--- config.mk ---
export PLATFORM = sky130hd
export DESIGN_NAME = cct_translator
export DESIGN_NICKNAME = d
export VERILOG_FILES = /design/src/design/cct_pkg.sv /design/src/design/cct_translator.sv
export SDC_FILE = /design/constraint.sdc
export NUM_CORES = 1
export LEC_CHECK = 0
export ABC_AREA = 1
export BUFFER_PORTS_ARGS = -buffer_cell sky130_fd_sc_hd__clkbuf_2
export CORE_MARGIN = 2
export CORE_UTILIZATION = 46
export CTS_BUF_LIST = sky130_fd_sc_hd__clkbuf_16
export CTS_CLUSTER_SIZE = 12
export DETAILED_ROUTE_END_ITERATION = 7
export GPL_TIMING_DRIVEN = 0
export HOLD_SLACK_MARGIN = 0.03
export PLACE_DENSITY = 0.72
export SYNTH_ARGS = -nofsm -noshare
export SYNTH_HDL_FRONTEND = slang
export SYNTH_SLANG_ARGS = --single-unit
--- constraint.sdc ---
create_clock -name i_ref_clk -period 2.7 [get_ports i_ref_clk]
set_clock_uncertainty 0.2 [all_clocks]
set_input_delay 0.81 -clock i_ref_clk [delete_from_list [all_inputs] [get_ports i_ref_clk]]
set_output_delay 0.81 -clock i_ref_clk [all_outputs]
set_load 0.02 [all_outputs]
--- src/design/cct_pkg.sv ---
/*
 * constants and enumerations shared by the converter code translator.
 * assumes a single 40 MHz clock domain; words arrive from logic on that clock.
 */
// What this block does
// - straight binary: leftmost bit weighs half full scale, each next bit half that
// - bit 1 is the leftmost, most significant; bit n is the least significant
// - all-ones straight binary is one step below full scale, never full scale
// - complementary binary inverts every straight binary bit
// - offset binary: one then zeros is zero, all zeros negative full scale
// - two's complement is offset binary with the top bit inverted
// - two's complement words of equal opposite magnitude sum to zero with carry
// - complementary offset binary inverts offset binary; zero is zero then ones
// - sign-magnitude: equal magnitudes share low bits; sign one means positive
// - both sign-magnitude zeros, positive and negative, decode as zero
// - sign-magnitude cannot hold negative full scale; flag and saturate it
// - bcd uses four bits per digit, values zero to nine only
// - complementary bcd inverts every bcd bit
// - decimal step is range over ten to the digit count, digits a parameter
// - binary width may be any value from one to twenty bits
// - optional over-range bit above the bcd digits, weighted at full scale
package cct_pkg;

	localparam int unsigned BIN_BITS_DEF  = 8;
	localparam int unsigned BIN_BITS_MAX  = 20;
	localparam int unsigned BCD_DIGITS    = 3;
	localparam int unsigned NIBBLE_BITS   = 4;
	localparam logic [3:0]  NIBBLE_MAX    = 4'h9;
	localparam logic        VALID_RST     = 1'b0;

	// format codes; order follows the usual path of a bipolar chain
	typedef enum logic [2:0] {
		CCT_STRAIGHT     = 3'b000,
		CCT_COMP_BIN     = 3'b001,
		CCT_OFFSET       = 3'b011,
		CCT_COMP_OFFSET  = 3'b010,
		CCT_TWOS         = 3'b110,
		CCT_SIGN_MAG     = 3'b111,
		CCT_BCD          = 3'b101,
		CCT_COMP_BCD     = 3'b100
	} cct_fmt_t;

endpackage

--- src/design/cct_translator.sv ---
/*
 * converter code translator: re-codes one converter word per valid pulse.
 * binary formats share a canonical offset-binary form; bcd formats share plain bcd.
 * assumes inputs come from logic on i_ref_clk; no synchroniser is placed here.
 */
`timescale 1ns/1ps
module cct_translator #(
	parameter int unsigned N_BITS   = cct_pkg::BIN_BITS_DEF,
	parameter int unsigned D_DIGITS = cct_pkg::BCD_DIGITS,
	parameter bit          OVR_EN   = 1'b1
) (
	input  wire logic                               i_ref_clk,
	input  wire logic                               i_nrst,
	input  wire logic                               i_clk_en,
	input  wire logic                               i_srst,
	input  wire logic                               i_valid,
	input  wire logic [2:0]                         i_src_fmt,
	input  wire logic [2:0]                         i_dst_fmt,
	input  wire logic [N_BITS-1:0]                  i_bin_word,
	input  wire logic [D_DIGITS*4:0]                i_bcd_word,
	output logic                                    o_valid,
	output logic [N_BITS-1:0]                       o_bin_word,
	output logic [D_DIGITS*4:0]                     o_bcd_word,
	output logic                                    o_invalid
);

	localparam int unsigned BW = D_DIGITS * cct_pkg::NIBBLE_BITS;

	// ********************************************************************
	// width check
	// ********************************************************************
	// width from one to twenty
	initial begin
		if (N_BITS < 1 || N_BITS > cct_pkg::BIN_BITS_MAX) begin
			$error("binary width out of range");
		end
	end

	// ********************************************************************
	// binary path: everything goes through offset binary
	// ********************************************************************
	// bit numbering
	// bit N_BITS-1 is position 1 (leftmost, weight one half); bit 0 is position n
	logic [N_BITS-1:0] canon;
	logic              canon_neg_fs;
	logic [N_BITS-1:0] bin_nxt;
	logic              bin_bad;
	logic [N_BITS-1:0] mag;
	logic [N_BITS-1:0] mag_neg;

	always_comb begin
		canon = i_bin_word;
		mag   = '0;
		case (cct_pkg::cct_fmt_t'(i_src_fmt))
			cct_pkg::CCT_STRAIGHT:    canon = i_bin_word;
			cct_pkg::CCT_OFFSET:      canon = i_bin_word;
			cct_pkg::CCT_COMP_BIN:    canon = ~i_bin_word;
			cct_pkg::CCT_COMP_OFFSET: canon = ~i_bin_word;
			cct_pkg::CCT_TWOS:        canon = {~i_bin_word[N_BITS-1], i_bin_word[N_BITS-2:0]};
			cct_pkg::CCT_SIGN_MAG: begin
				// both zeros land on offset zero
				mag = {1'b0, i_bin_word[N_BITS-2:0]};
				if (i_bin_word[N_BITS-1]) begin
					canon = {1'b1, i_bin_word[N_BITS-2:0]};
				end else begin
					canon = {1'b1, {(N_BITS-1){1'b0}}} - mag;
				end
			end
			default:                  canon = i_bin_word;
		endcase
	end

	// all zeros in offset form is negative full scale
	assign canon_neg_fs = (canon == '0);

	always_comb begin
		bin_bad = 1'b0;
		mag_neg = '0;
		bin_nxt = canon;
		case (cct_pkg::cct_fmt_t'(i_dst_fmt))
			// all ones stays one step short of full scale
			cct_pkg::CCT_STRAIGHT:    bin_nxt = canon;
			cct_pkg::CCT_OFFSET:      bin_nxt = canon;
			cct_pkg::CCT_COMP_BIN:    bin_nxt = ~canon;
			cct_pkg::CCT_COMP_OFFSET: bin_nxt = ~canon;
			// sign flip gives true two's complement
			cct_pkg::CCT_TWOS:        bin_nxt = {~canon[N_BITS-1], canon[N_BITS-2:0]};
			cct_pkg::CCT_SIGN_MAG: begin
				// sign one is positive, magnitude below
				if (canon[N_BITS-1]) begin
					bin_nxt = canon;
				end else if (canon_neg_fs) begin
					// saturate negative full scale and flag it
					bin_bad = 1'b1;
					bin_nxt = {1'b0, {(N_BITS-1){1'b1}}};
				end else begin
					mag_neg = {1'b1, {(N_BITS-1){1'b0}}} - canon;
					bin_nxt = {1'b0, mag_neg[N_BITS-2:0]};
				end
			end
			default:                  bin_bad = 1'b1;
		endcase
	end

	// ********************************************************************
	// decimal path
	// ********************************************************************
	logic          src_bcd;
	logic          dst_bcd;
	logic [BW:0]   bcd_plain;
	logic [BW:0]   bcd_nxt;
	logic          nib_bad;

	assign src_bcd = (i_src_fmt == cct_pkg::CCT_BCD) || (i_src_fmt == cct_pkg::CCT_COMP_BCD);
	assign dst_bcd = (i_dst_fmt == cct_pkg::CCT_BCD) || (i_dst_fmt == cct_pkg::CCT_COMP_BCD);

	always_comb begin
		// complementary bcd is the bitwise inverse
		bcd_plain = (i_src_fmt == cct_pkg::CCT_COMP_BCD) ?
			{i_bcd_word[BW], ~i_bcd_word[BW-1:0]} : i_bcd_word;
		if (!OVR_EN) begin
			bcd_plain[BW] = 1'b0;
		end
		nib_bad = 1'b0;
		for (int k = 0; k < D_DIGITS; k++) begin
			if (bcd_plain[k*4 +: 4] > cct_pkg::NIBBLE_MAX) begin
				nib_bad = 1'b1;
			end
		end
		// one step is one count of the lowest digit
		bcd_nxt = (i_dst_fmt == cct_pkg::CCT_COMP_BCD) ?
			{bcd_plain[BW], ~bcd_plain[BW-1:0]} : bcd_plain;
	end

	// ********************************************************************
	// output registers
	// ********************************************************************
	// one enabled edge after input valid; cleared by i_nrst, or by i_srst only while i_clk_en is high
	always_ff @(posedge i_ref_clk or negedge i_nrst) begin
		if (!i_nrst) begin
			o_valid    <= cct_pkg::VALID_RST;
			o_bin_word <= '0;
			o_bcd_word <= '0;
			o_invalid  <= 1'b0;
		end else if (i_clk_en) begin
			if (i_srst) begin
				o_valid    <= cct_pkg::VALID_RST;
				o_bin_word <= '0;
				o_bcd_word <= '0;
				o_invalid  <= 1'b0;
			end else begin
				o_valid <= i_valid;
				if (i_valid) begin
					o_bin_word <= bin_nxt;
					o_bcd_word <= bcd_nxt;
					// bad nibble or no target code; binary-decimal mixes unsupported
					o_invalid  <= src_bcd ? (nib_bad || !dst_bcd) :
						(dst_bcd || bin_bad);
				end
			end
		end
	end

	// ********************************************************************
	// checks
	// ********************************************************************
	a_valid_follows: assert property (@(posedge i_ref_clk) disable iff (!i_nrst)
		(i_clk_en && !i_srst && i_valid) |=> o_valid)
		else $error("valid did not follow input");
	a_valid_single: assert property (@(posedge i_ref_clk) disable iff (!i_nrst)
		(i_clk_en && !i_valid) |=> !o_valid)
		else $error("valid stood longer than one cycle");
	a_srst_clears: assert property (@(posedge i_ref_clk) disable iff (!i_nrst)
		(i_clk_en && i_srst) |=> (!o_valid && !o_invalid && o_bin_word == '0))
		else $error("sync reset did not clear");
	a_comp_bin_inv: assert property (@(posedge i_ref_clk) disable iff (!i_nrst)
		(i_clk_en && !i_srst && i_valid && i_src_fmt == cct_pkg::CCT_STRAIGHT
		&& i_dst_fmt == cct_pkg::CCT_COMP_BIN) |=> o_bin_word == ~$past(i_bin_word))
		else $error("complementary binary wrong");
	a_twos_msb: assert property (@(posedge i_ref_clk) disable iff (!i_nrst)
		(i_clk_en && !i_srst && i_valid && i_src_fmt == cct_pkg::CCT_OFFSET
		&& i_dst_fmt == cct_pkg::CCT_TWOS)
		|=> o_bin_word == ($past(i_bin_word) ^ {1'b1, {(N_BITS-1){1'b0}}}))
		else $error("two's complement sign flip wrong");
	a_twos_clean: assert property (@(posedge i_ref_clk) disable iff (!i_nrst)
		(i_clk_en && !i_srst && i_valid && i_src_fmt == cct_pkg::CCT_OFFSET
		&& i_dst_fmt == cct_pkg::CCT_TWOS) |=> !o_invalid)
		else $error("representable binary word flagged");
	a_negfs_flag: assert property (@(posedge i_ref_clk) disable iff (!i_nrst)
		(i_clk_en && !i_srst && i_valid && i_src_fmt == cct_pkg::CCT_OFFSET
		&& i_dst_fmt == cct_pkg::CCT_SIGN_MAG && i_bin_word == '0) |=> o_invalid)
		else $error("negative full scale not flagged");
	a_smag_zero: assert property (@(posedge i_ref_clk) disable iff (!i_nrst)
		(i_clk_en && !i_srst && i_valid && i_src_fmt == cct_pkg::CCT_SIGN_MAG
		&& i_dst_fmt == cct_pkg::CCT_OFFSET && i_bin_word[N_BITS-2:0] == '0)
		|=> o_bin_word == {1'b1, {(N_BITS-1){1'b0}}})
		else $error("sign-magnitude zero wrong");
	a_mixed_flag: assert property (@(posedge i_ref_clk) disable iff (!i_nrst)
		(i_clk_en && !i_srst && i_valid && i_src_fmt == cct_pkg::CCT_STRAIGHT
		&& i_dst_fmt == cct_pkg::CCT_BCD) |=> o_invalid)
		else $error("binary to decimal not flagged");
	a_nibble_bad: assert property (@(posedge i_ref_clk) disable iff (!i_nrst)
		(i_clk_en && !i_srst && i_valid && i_src_fmt == cct_pkg::CCT_BCD
		&& i_dst_fmt == cct_pkg::CCT_BCD && i_bcd_word[3:0] > cct_pkg::NIBBLE_MAX)
		|=> o_invalid)
		else $error("bad nibble not flagged");
	a_comp_bcd: assert property (@(posedge i_ref_clk) disable iff (!i_nrst)
		(i_clk_en && !i_srst && i_valid && i_src_fmt == cct_pkg::CCT_BCD
		&& i_dst_fmt == cct_pkg::CCT_COMP_BCD)
		|=> o_bcd_word[BW-1:0] == ~$past(i_bcd_word[BW-1:0]))
		else $error("complementary bcd wrong");
	a_ovr_pass: assert property (@(posedge i_ref_clk) disable iff (!i_nrst)
		(i_clk_en && !i_srst && i_valid && i_src_fmt == cct_pkg::CCT_BCD
		&& i_dst_fmt == cct_pkg::CCT_COMP_BCD)
		|=> o_bcd_word[BW] == (OVR_EN && $past(i_bcd_word[BW])))
		else $error("over-range bit not passed");

endmodule

==> run metrics, run 1 <==
gpl congestion=0.849; Row Count=23; Worst-path clk slew=0.06 ns; Die X=68.6 µm; CP Cell Sequence=clkbuf_4 -> inv_1 -> ha_1 -> nand2_1 -> nand2_1 -> nor2_4 -> ha_2 -> inv_1 -> nor2_2 -> nand2_2 -> nor2_4 -> nand3_4 -> nand2_1 -> o211ai_1 -> nand2_1; status=finished clean; Post-Synth Adder-Cell Area=1.30%; Slew headroom=57.2%; synth unique cells=33; Worst Path Arrival=2.57 ns; fillers=394; largest net degree at the start of global routing=24; post-synthesis cell count=294; Ports=55; Remaining DRCs=0; antenna viol nets, final=0; DP HPWL=3630 µm; Max Clk Rate=388 MHz; initial core utilization=48.0%; clk buf depth=2; Yosys reg bits=23; simple-gate area share of the yosys netlist=38.2%; Pwr Density=450 nW/µm²; ant diodes=0; Slew Limit Fails=0; All-Layer GR Usage=20.4%; CP required=2.70 ns; PortBufs=53; Via Count=1982; number of synthesized flops with an enable pin=0; final hold viol count=0; clock root buffer master=clkbuf_16; Sinks on Clock Net=23; DR pass1 iterations=4; Final Cycle Share=95.5%; core region area=4000 µm²; sequential share of the synthesized area=30.0%; post-DR vias/cell=4.87; die area=4710 µm²; Yosys Warn Count=0; Final setup viols=0; Crit Path Max Fanout=6; Hold/Removal Path Class=flip-flop to flip-flop; Synthesized Nets=328; initial DRC count=118; Crit path largest cell delay=0.29 ns; Synth Area in Compound Gates=11.6%; pre-CTS WS=-0.197 ns; Buf/Inv on CP=3; CTS hold repair buffers=0; final hold slack=0.275 ns; first-pass GRT wire length=7360 µm; vias in the first global route=1682; clock tree from TritonCTS=built; Fin Setup TNS=0 ns; P_leak=1.35 nW; layout cell share with drive strength beyond 1=25.2%; Async SR Flop Fraction=100%; Worst Max-Slew Pin Slew=0.639 ns; mux share of post-synthesis cell area=0%; WL final=4610 µm; clock latency on the worst-skew pair=0.26 ns; Post-synth top flop=dfrtp_1; fin nets=392; post-layout util=60.5%; minimum clock period=2.58 ns; Startpoint Class=input pin; most common cell after layout, fill and taps aside=nand2_1; peak supply drop=0.224 mV; cell at the slowest stage of the critical path=ha_1; Reg area=576 µm²; Synth Area in XOR/XNOR=10.4%; largest family of logic cells by synthesized area=simple AND/OR/NAND/NOR gates; area of the multi-input gates=1220 µm²; Most Frequent Cell on Critical Path=nand2_1; crit end category=flip-flop; Mean Syn Cell Area=6.53 µm²; area grow syn2layout=26.1%; CP top delay family=simple AND/OR/NAND/NOR gates; crit path kind=input pin to flip-flop; Overflow after GRT=0; H-Tree Level Count=1; Final Worst Setup Slack=0.123 ns; Synth Cell Area=1920 µm²; Die Y=68.6 µm; max capacitance violation total=0; WL/cell=11.3 µm; antenna violations before repair=0; CTS Buf Count=3; commonest non-fill, non-tap cells in the layout=nand2_1, clkbuf_2, inv_1, nor2_1
[cells in the mapped netlist (all sizes together) (3+ instances only)]
| master | number | share of area (%) |
|---|---|---|
| o21ai | 23 | 6.0 |
| nor2 | 30 | 6.9 |
| xnor2 | 5 | 2.3 |
| nand3 | 25 | 7.7 |
| o31ai | 3 | 1.2 |
| inv | 32 | 6.3 |
| xor2 | 17 | 8.1 |
| clkbuf | 3 | 0.59 |
| buf | 3 | 1.2 |
| a21oi | 6 | 1.8 |
| nand2 | 108 | 22 |
| dfrtp | 23 | 30 |
[metal layers]
| layer | share of wire, % | vias up | GRT usage [%] |
|---|---|---|---|
| met5 | 0 | - | 0 |
| li1 | - | 1054 | - |
| met3 | 3.9 | 5 | 1.46 |
| met2 | 45 | 54 | 32.0 |
| met1 | 50 | 869 | 29.8 |
| met4 | 1.2 | 0 | 6.00 |
[flip-flops by register name, summed over array words and instances (netlist names)]
| signal | cells |
|---|---|
| o_bcd_word | 13 |
| o_bin_word | 8 |
| o_invalid | 1 |
| o_valid | 1 |
[layout make-up]
class	instances	share of cell area (%)
clock inverters	1	0.207
inverters	34	5.27
clock buffers	3	3.10
repair buffers	59	13.1
plain buffers	6	1.60
multi-input cells	231	50.3
well taps	50	2.58
flip-flops and latches	23	23.8
[final timing paths]
| kind | cells after the start | slack, ns | end | start |
|---|---|---|---|---|
| max | 15 | 0.12 | o_invalid | i_bin_word[0] |
| max reg2reg | 1 | 1.79 | o_bcd_word[12] | o_bcd_word[12] |
| min in group asynchronous | 1 | 0.33 | o_bcd_word[10] | i_nrst |
| min reg2reg | 2 | 0.27 | o_bin_word[0] | o_bin_word[0] |
| max in group asynchronous | 1 | 1.59 | o_bin_word[1] | i_nrst |
| min | 2 | 0.27 | o_bin_word[0] | o_bin_word[0] |
[metrics by stage]
stage                     std cells  power (W)  instance area (µm²)
after floorplan                 294   0.000639                 1920
after global placement          397   0.000746                 2250
after detailed placement        397   0.000753                 2250
after CTS                       401    0.00107                 2330
after global routing            407    0.00116                 2420
final                           407    0.00109                 2420
[logic make-up (layout without fill, tap and decap cells)]
kind of cell,Yosys count,in the layout
DFF,23,23
AOI/OAI and AO/OA,38,38
adders and majority gates,2,2
and+or+nand+nor,169,169
xor gates and xnor gates,22,22
buffers and inverters,40,103
[tightest hold or removal path, stage by stage, from the launching register on]
cell     delay [ns]
dfrtp_1        0.34
nand2_1        0.05
nand2_1        0.05
[power by group]
group,total (W),switching [W],internal [W]
registers,0.000398,0.0000187,0.000379
logic,0.000371,0.000234,0.000137
clock network,0.000320,0.000121,0.000199
total,0.00109,0.000373,0.000716
[timing repair]
action | in CTS | in global routing
endpoints found under the setup margin | 0 | 8
buffers inserted | 0 | 6
gates resized for setup | 0 | 18
Power figures use the tool's default switching activity.
==> run 2: changes to the inputs <==
--- a/config.mk
+++ b/config.mk
@@ -14,7 +14,7 @@
 export DETAILED_ROUTE_END_ITERATION = 7
 export GPL_TIMING_DRIVEN = 0
 export HOLD_SLACK_MARGIN = 0.03
-export PLACE_DENSITY = 0.72
+export PLACE_DENSITY = 0.73
 export SYNTH_ARGS = -nofsm -noshare
 export SYNTH_HDL_FRONTEND = slang
 export SYNTH_SLANG_ARGS = --single-unit
==> run 2 against run 1 <==
  * Sequential power hardly changed
  * Routed wire length grew 2.0%
  * Utilization up 0.56 points
  * Hold slack gained 0.0035 ns
  * Count of clock-buffer cells in the layout stayed put
  * Register-to-register slack barely moved
  * Critical path depth is 1 higher
  * Critical path type unchanged
  * Critical endpoint is now o_bin_word[2]
==> run metrics, run 2 (same netlist as run 1, synthesis figures left out) <==
status=finished clean; peak supply drop=0.217 mV; Slew headroom=58.9%; P_leak=1.36 nW; Pwr Density=446 nW/µm²; worst reg2reg setup slack=1.78 ns; clk buf depth=2; minimum clock period=2.50 ns; final instance area=2440 µm²; clock root buffer master=clkbuf_16; WL final=4700 µm; most common cell after layout, fill and taps aside=nand2_1; cell at the slowest stage of the critical path=o21ai_0; Startpoint Class=input pin; PortBufs=53; Hold/Removal Path Class=flip-flop to flip-flop; internal power=0.000718 W; first-pass GRT wire length=7380 µm; max reg flops=13; Final Cycle Share=92.6%; Pwr Total=0.00109 W; ant diodes=0; Worst Path Arrival=2.44 ns; largest net degree at the start of global routing=24; Crit path largest cell delay=0.22 ns; most flop-heavy register=o_bcd_word; Max Clk Rate=400 MHz; initial core utilization=48.0%; Sw Share=34.2%; Via Count=1977; layout cell share with drive strength beyond 1=26.0%; placed instance area=2250 µm²; Layout Cells excl Fill=408; Row Count=23; clock share of power=29.2%; gpl congestion=0.827; Worst Max-Slew Pin Slew=0.615 ns; post-layout util=61.1%; WL/cell=11.5 µm; Slew Limit Fails=0; sequential fraction of design power=36.4%; CP required=2.64 ns; post-DR vias/cell=4.85; clock tree from TritonCTS=built; max capacitance violation total=0; Final setup viols=0; crit path kind=input pin to flip-flop; largest registers=o_bcd_word x13, o_bin_word x8; Die X=68.6 µm; CP Cell Sequence=buf_8 -> inv_2 -> nand2_4 -> nand3_4 -> buf_8 -> nand2_1 -> nor2_1 -> nor2_4 -> ha_2 -> buf_4 -> nor2_1 -> nand2_1 -> nand2_1 -> nor2_1 -> o21ai_0 -> nand2_1; final hold viol count=0; Inst Count DP=397; Crit Path Max Fanout=7; die area=4710 µm²; switching power total=0.000373 W; H-Tree Level Count=1; Remaining DRCs=0; commonest non-fill, non-tap cells in the layout=nand2_1, clkbuf_2, inv_1, nor2_1; initial DRC count=115; Most Frequent Cell on Critical Path=nand2_1; Buf/Inv on CP=4; Overflow after GRT=0; Worst-path clk slew=0.06 ns; clock latency on the worst-skew pair=0.26 ns; fin nets=393; pre-CTS WS=-0.206 ns; Ports=55; Comb power frac=34.4%; vias in the first global route=1613; crit end category=flip-flop; CTS Buf Count=3; All-Layer GR Usage=20.6%; DP HPWL=3670 µm; Final Worst Setup Slack=0.199 ns; antenna viol nets, final=0; antenna violations before repair=0; core region area=4000 µm²; DR pass1 iterations=4; Die Y=68.6 µm; CP top delay family=simple AND/OR/NAND/NOR gates; Sinks on Clock Net=23; area grow syn2layout=27.2%
run 2: changes by cell type in the layout (fill, tap and decap cells not counted), sizes merged:
| cell | before | now |
|---|---|---|
| buf | 10 | 13 |
| clkbuf | 58 | 56 |
run 2: per-stage QoR:
| step | setup TNS [ns] | hold WS (ns) |
|---|---|---|
| after floorplan | 0 | 0.314 |
| after global placement | -1.30 | 0.264 |
| after detailed placement | -1.34 | 0.269 |
| after CTS | 0 | 0.284 |
| after global routing | -0.0259 | 0.299 |
| final | 0 | 0.278 |
run 2: final timing paths:
| check | start | endpoint | depth (start not counted) |
|---|---|---|---|
| min in group asynchronous | i_nrst | o_bin_word[3] | 1 |
| worst max-delay path | i_src_fmt[1] | o_bin_word[2] | 16 |
| worst min-delay path | o_bin_word[5] | o_bin_word[5] | 2 |
| max in group asynchronous | i_nrst | o_bcd_word[8] | 1 |
| worst max register to register | o_bin_word[7] | o_bin_word[7] | 1 |
| worst min register to register | o_bin_word[5] | o_bin_word[5] | 2 |
run 2: power by group through the flow:
| stage | Combinational [W] | Clock, W | Sequential, W |
|---|---|---|---|
| after floorplan | 0.000193 | 0 | 0.000445 |
| after global placement | 0.000345 | 0 | 0.000402 |
| after detailed placement | 0.000350 | 0 | 0.000403 |
| after CTS | 0.000352 | 0.000321 | 0.000397 |
| after global routing | 0.000420 | 0.000332 | 0.000401 |
| final | 0.000375 | 0.000318 | 0.000397 |
run 2: worst min-delay path: stages, from the launching register on:
cell and delay [ns]:
dfrtp_1 0.34, nand2_1 0.06, nand2_1 0.05
run 2: cell type report:
cell class	count	area [µm²]
sequential	23	576
tap	50	62.6
clock inverter	1	5.00
timing repair buffer	60	334
inverter	34	130
clock buffer	3	75.1
multi-input combinational	231	1220
buffer	6	38.8
fill	399	1560
run 2: metal layers:
metal	track usage [%]	vias to the layer above	part of all wire, %
li1	-	1055	-
met2	31.0	54	47
met1	30.9	862	47
met4	6.75	0	1.5
met3	1.46	6	4.9
met5	0	-	0
run 2: what timing repair did:
item,in CTS,in global routing
setup buffers,0,7
hold buffers,0,0
gates resized for setup,0,25
endpoints found under the setup margin,0,8
==> run 3: changes to the inputs <==
--- a/config.mk
+++ b/config.mk
@@ -7,14 +7,16 @@
 export LEC_CHECK = 0
 export ABC_AREA = 1
 export BUFFER_PORTS_ARGS = -buffer_cell sky130_fd_sc_hd__clkbuf_2
+export CELL_PAD_IN_SITES_DETAIL_PLACEMENT = 0
+export CELL_PAD_IN_SITES_GLOBAL_PLACEMENT = 1
 export CORE_MARGIN = 2
-export CORE_UTILIZATION = 46
+export CORE_UTILIZATION = 39
 export CTS_BUF_LIST = sky130_fd_sc_hd__clkbuf_16
 export CTS_CLUSTER_SIZE = 12
 export DETAILED_ROUTE_END_ITERATION = 7
 export GPL_TIMING_DRIVEN = 0
 export HOLD_SLACK_MARGIN = 0.03
-export PLACE_DENSITY = 0.73
+export PLACE_DENSITY = 0.87
 export SYNTH_ARGS = -nofsm -noshare
 export SYNTH_HDL_FRONTEND = slang
 export SYNTH_SLANG_ARGS = --single-unit
==> run 3 against run 2 <==
  * Sequential share of layout area hardly changed
  * Largest cell class unchanged
  * Worst setup slack lost 0.018 ns
  * Critical endpoint is now o_bin_word[5]
  * Routed wire length rose by 0.55%
  * Via count grew 0.96%
  * Non-clock buffer count is the same
==> run metrics, run 3 (same netlist as run 1, synthesis figures left out) <==
Max Clk Rate=397 MHz; Die Y=74.2 µm; Reg area=576 µm²; placed instance area=2270 µm²; status=finished clean; RSZ-0062 raised after global routing=false; pre-CTS WS=-0.265 ns; initial DRC count=106; commonest non-fill, non-tap cells in the layout=nand2_1, clkbuf_2, inv_1, nor2_1; DR pass1 iterations=4; fin nets=393; Pwr Density=439 nW/µm²; area grow syn2layout=27.5%; PortBufs=53; Hold/Removal Path Class=flip-flop to flip-flop; Slew headroom=60.5%; max reg flops=13; Overflow after GRT=0; core region area=4720 µm²; Ports=55; Pwr Total=0.00108 W; most common cell after layout, fill and taps aside=nand2_1; most flop-heavy register=o_bcd_word; All-Layer GR Usage=17.2%; CTS Buf Count=3; first-pass GRT wire length=7610 µm; Worst-path clk slew=0.06 ns; clock tree from TritonCTS=built; Remaining DRCs=0; Sinks on Clock Net=23; CP startpoint=i_src_fmt[0]; Worst Path Arrival=2.51 ns; vias in the first global route=1705; crit end category=flip-flop; WL/cell=11.1 µm; final instance area=2450 µm²; max capacitance violation total=0; antenna viol nets, final=0; peak supply drop=0.189 mV; post-DR vias/cell=4.70; Slew Limit Fails=0; antenna violations before repair=0; clock root buffer master=clkbuf_16; Via Count=1996; clock latency on the worst-skew pair=0.25 ns; layout cell share with drive strength beyond 1=25.4%; post-layout util=51.8%; P_leak=1.35 nW; DP HPWL=3770 µm; final hold viol count=0; gpl congestion=0.851; initial core utilization=40.7%; fillers=506; Die X=74.2 µm; Hold Path Origin=o_bcd_word[0]; Final Worst Setup Slack=0.181 ns; Row Count=25; largest registers=o_bcd_word x13, o_bin_word x8; H-Tree Level Count=1; Fin Setup TNS=0 ns; Final Cycle Share=93.3%; Crit Path Max Fanout=6; area of the multi-input gates=1220 µm²; die area=5500 µm²; clk buf depth=2; Final setup viols=0; largest net degree at the start of global routing=24; minimum clock period=2.52 ns; CP required=2.69 ns; crit path kind=input pin to flip-flop; Critical R2R Launch=o_bcd_word[12]; Worst Max-Slew Pin Slew=0.590 ns; WL final=4720 µm; Startpoint Class=input pin; ant diodes=0
-- run 3: worst max-delay path, cell delays in order --
cell and delay (ns):
clkbuf_4 0.15, inv_2 0.06, nand2_4 0.08, nand3_4 0.09, buf_8 0.15, nand2_1 0.05, nor2_1 0.05, nor2_4 0.11
ha_2 0.18, inv_1 0.04, nor2_2 0.09, nand2_2 0.08, nor2_4 0.14, nand3_4 0.12, nand2_2 0.10, inv_1 0.04
nand2_1 0.05, nand2_1 0.06, nand2_1 0.05
-- run 3: final timing paths --
path                                       end  slack, ns  depth (start not counted)
worst min-delay path             o_bcd_word[0]       0.28                          2
worst min register to register   o_bcd_word[0]       0.28                          2
min in group asynchronous        o_bin_word[5]       0.34                          1
max in group asynchronous        o_bcd_word[0]       1.58                          1
worst max register to register  o_bcd_word[12]       1.79                          1
worst max-delay path             o_bin_word[5]       0.18                         19
-- run 3: final cells by class --
cell class / count / share of cell area [%]
multi-input cells: 231 / 49.8
flip-flops and latches: 23 / 23.5
repair buffers: 60 / 13.3
inverters: 34 / 5.21
well taps: 67 / 3.42
clock buffers: 3 / 3.07
plain buffers: 6 / 1.58
clock inverters: 1 / 0.153
-- run 3: power breakdown --
part	switching (W)	internal [W]	leakage, nW
Combinational	0.000234	0.000138	1.01
Clock	0.000109	0.000197	0.0423
Sequential	0.0000181	0.000379	0.306
Total	0.000361	0.000714	1.35
-- run 3: per-layer routing --
| metal | share of wire, % | global-route usage, % |
|---|---|---|
| met3 | 4.1 | 1.49 |
| met5 | 0 | 0 |
| met2 | 46 | 28.9 |
| met1 | 49 | 24.6 |
| met4 | 0.51 | 3.03 |
-- run 3: what timing repair did --
action	in CTS	in global routing
endpoints found under the hold margin	0	0
hold buffers	0	0
pin swaps	2	6
resized for setup	1	19
setup endpoints to repair	1	8
setup buffers	1	6
-- run 3: per-stage QoR --
stage / hold slack, ns / instances
after CTS: 0.281 / 419
after global routing: 0.303 / 425
final: 0.276 / 425
after detailed placement: 0.265 / 414
after global placement: 0.264 / 414
after floorplan: 0.314 / 294
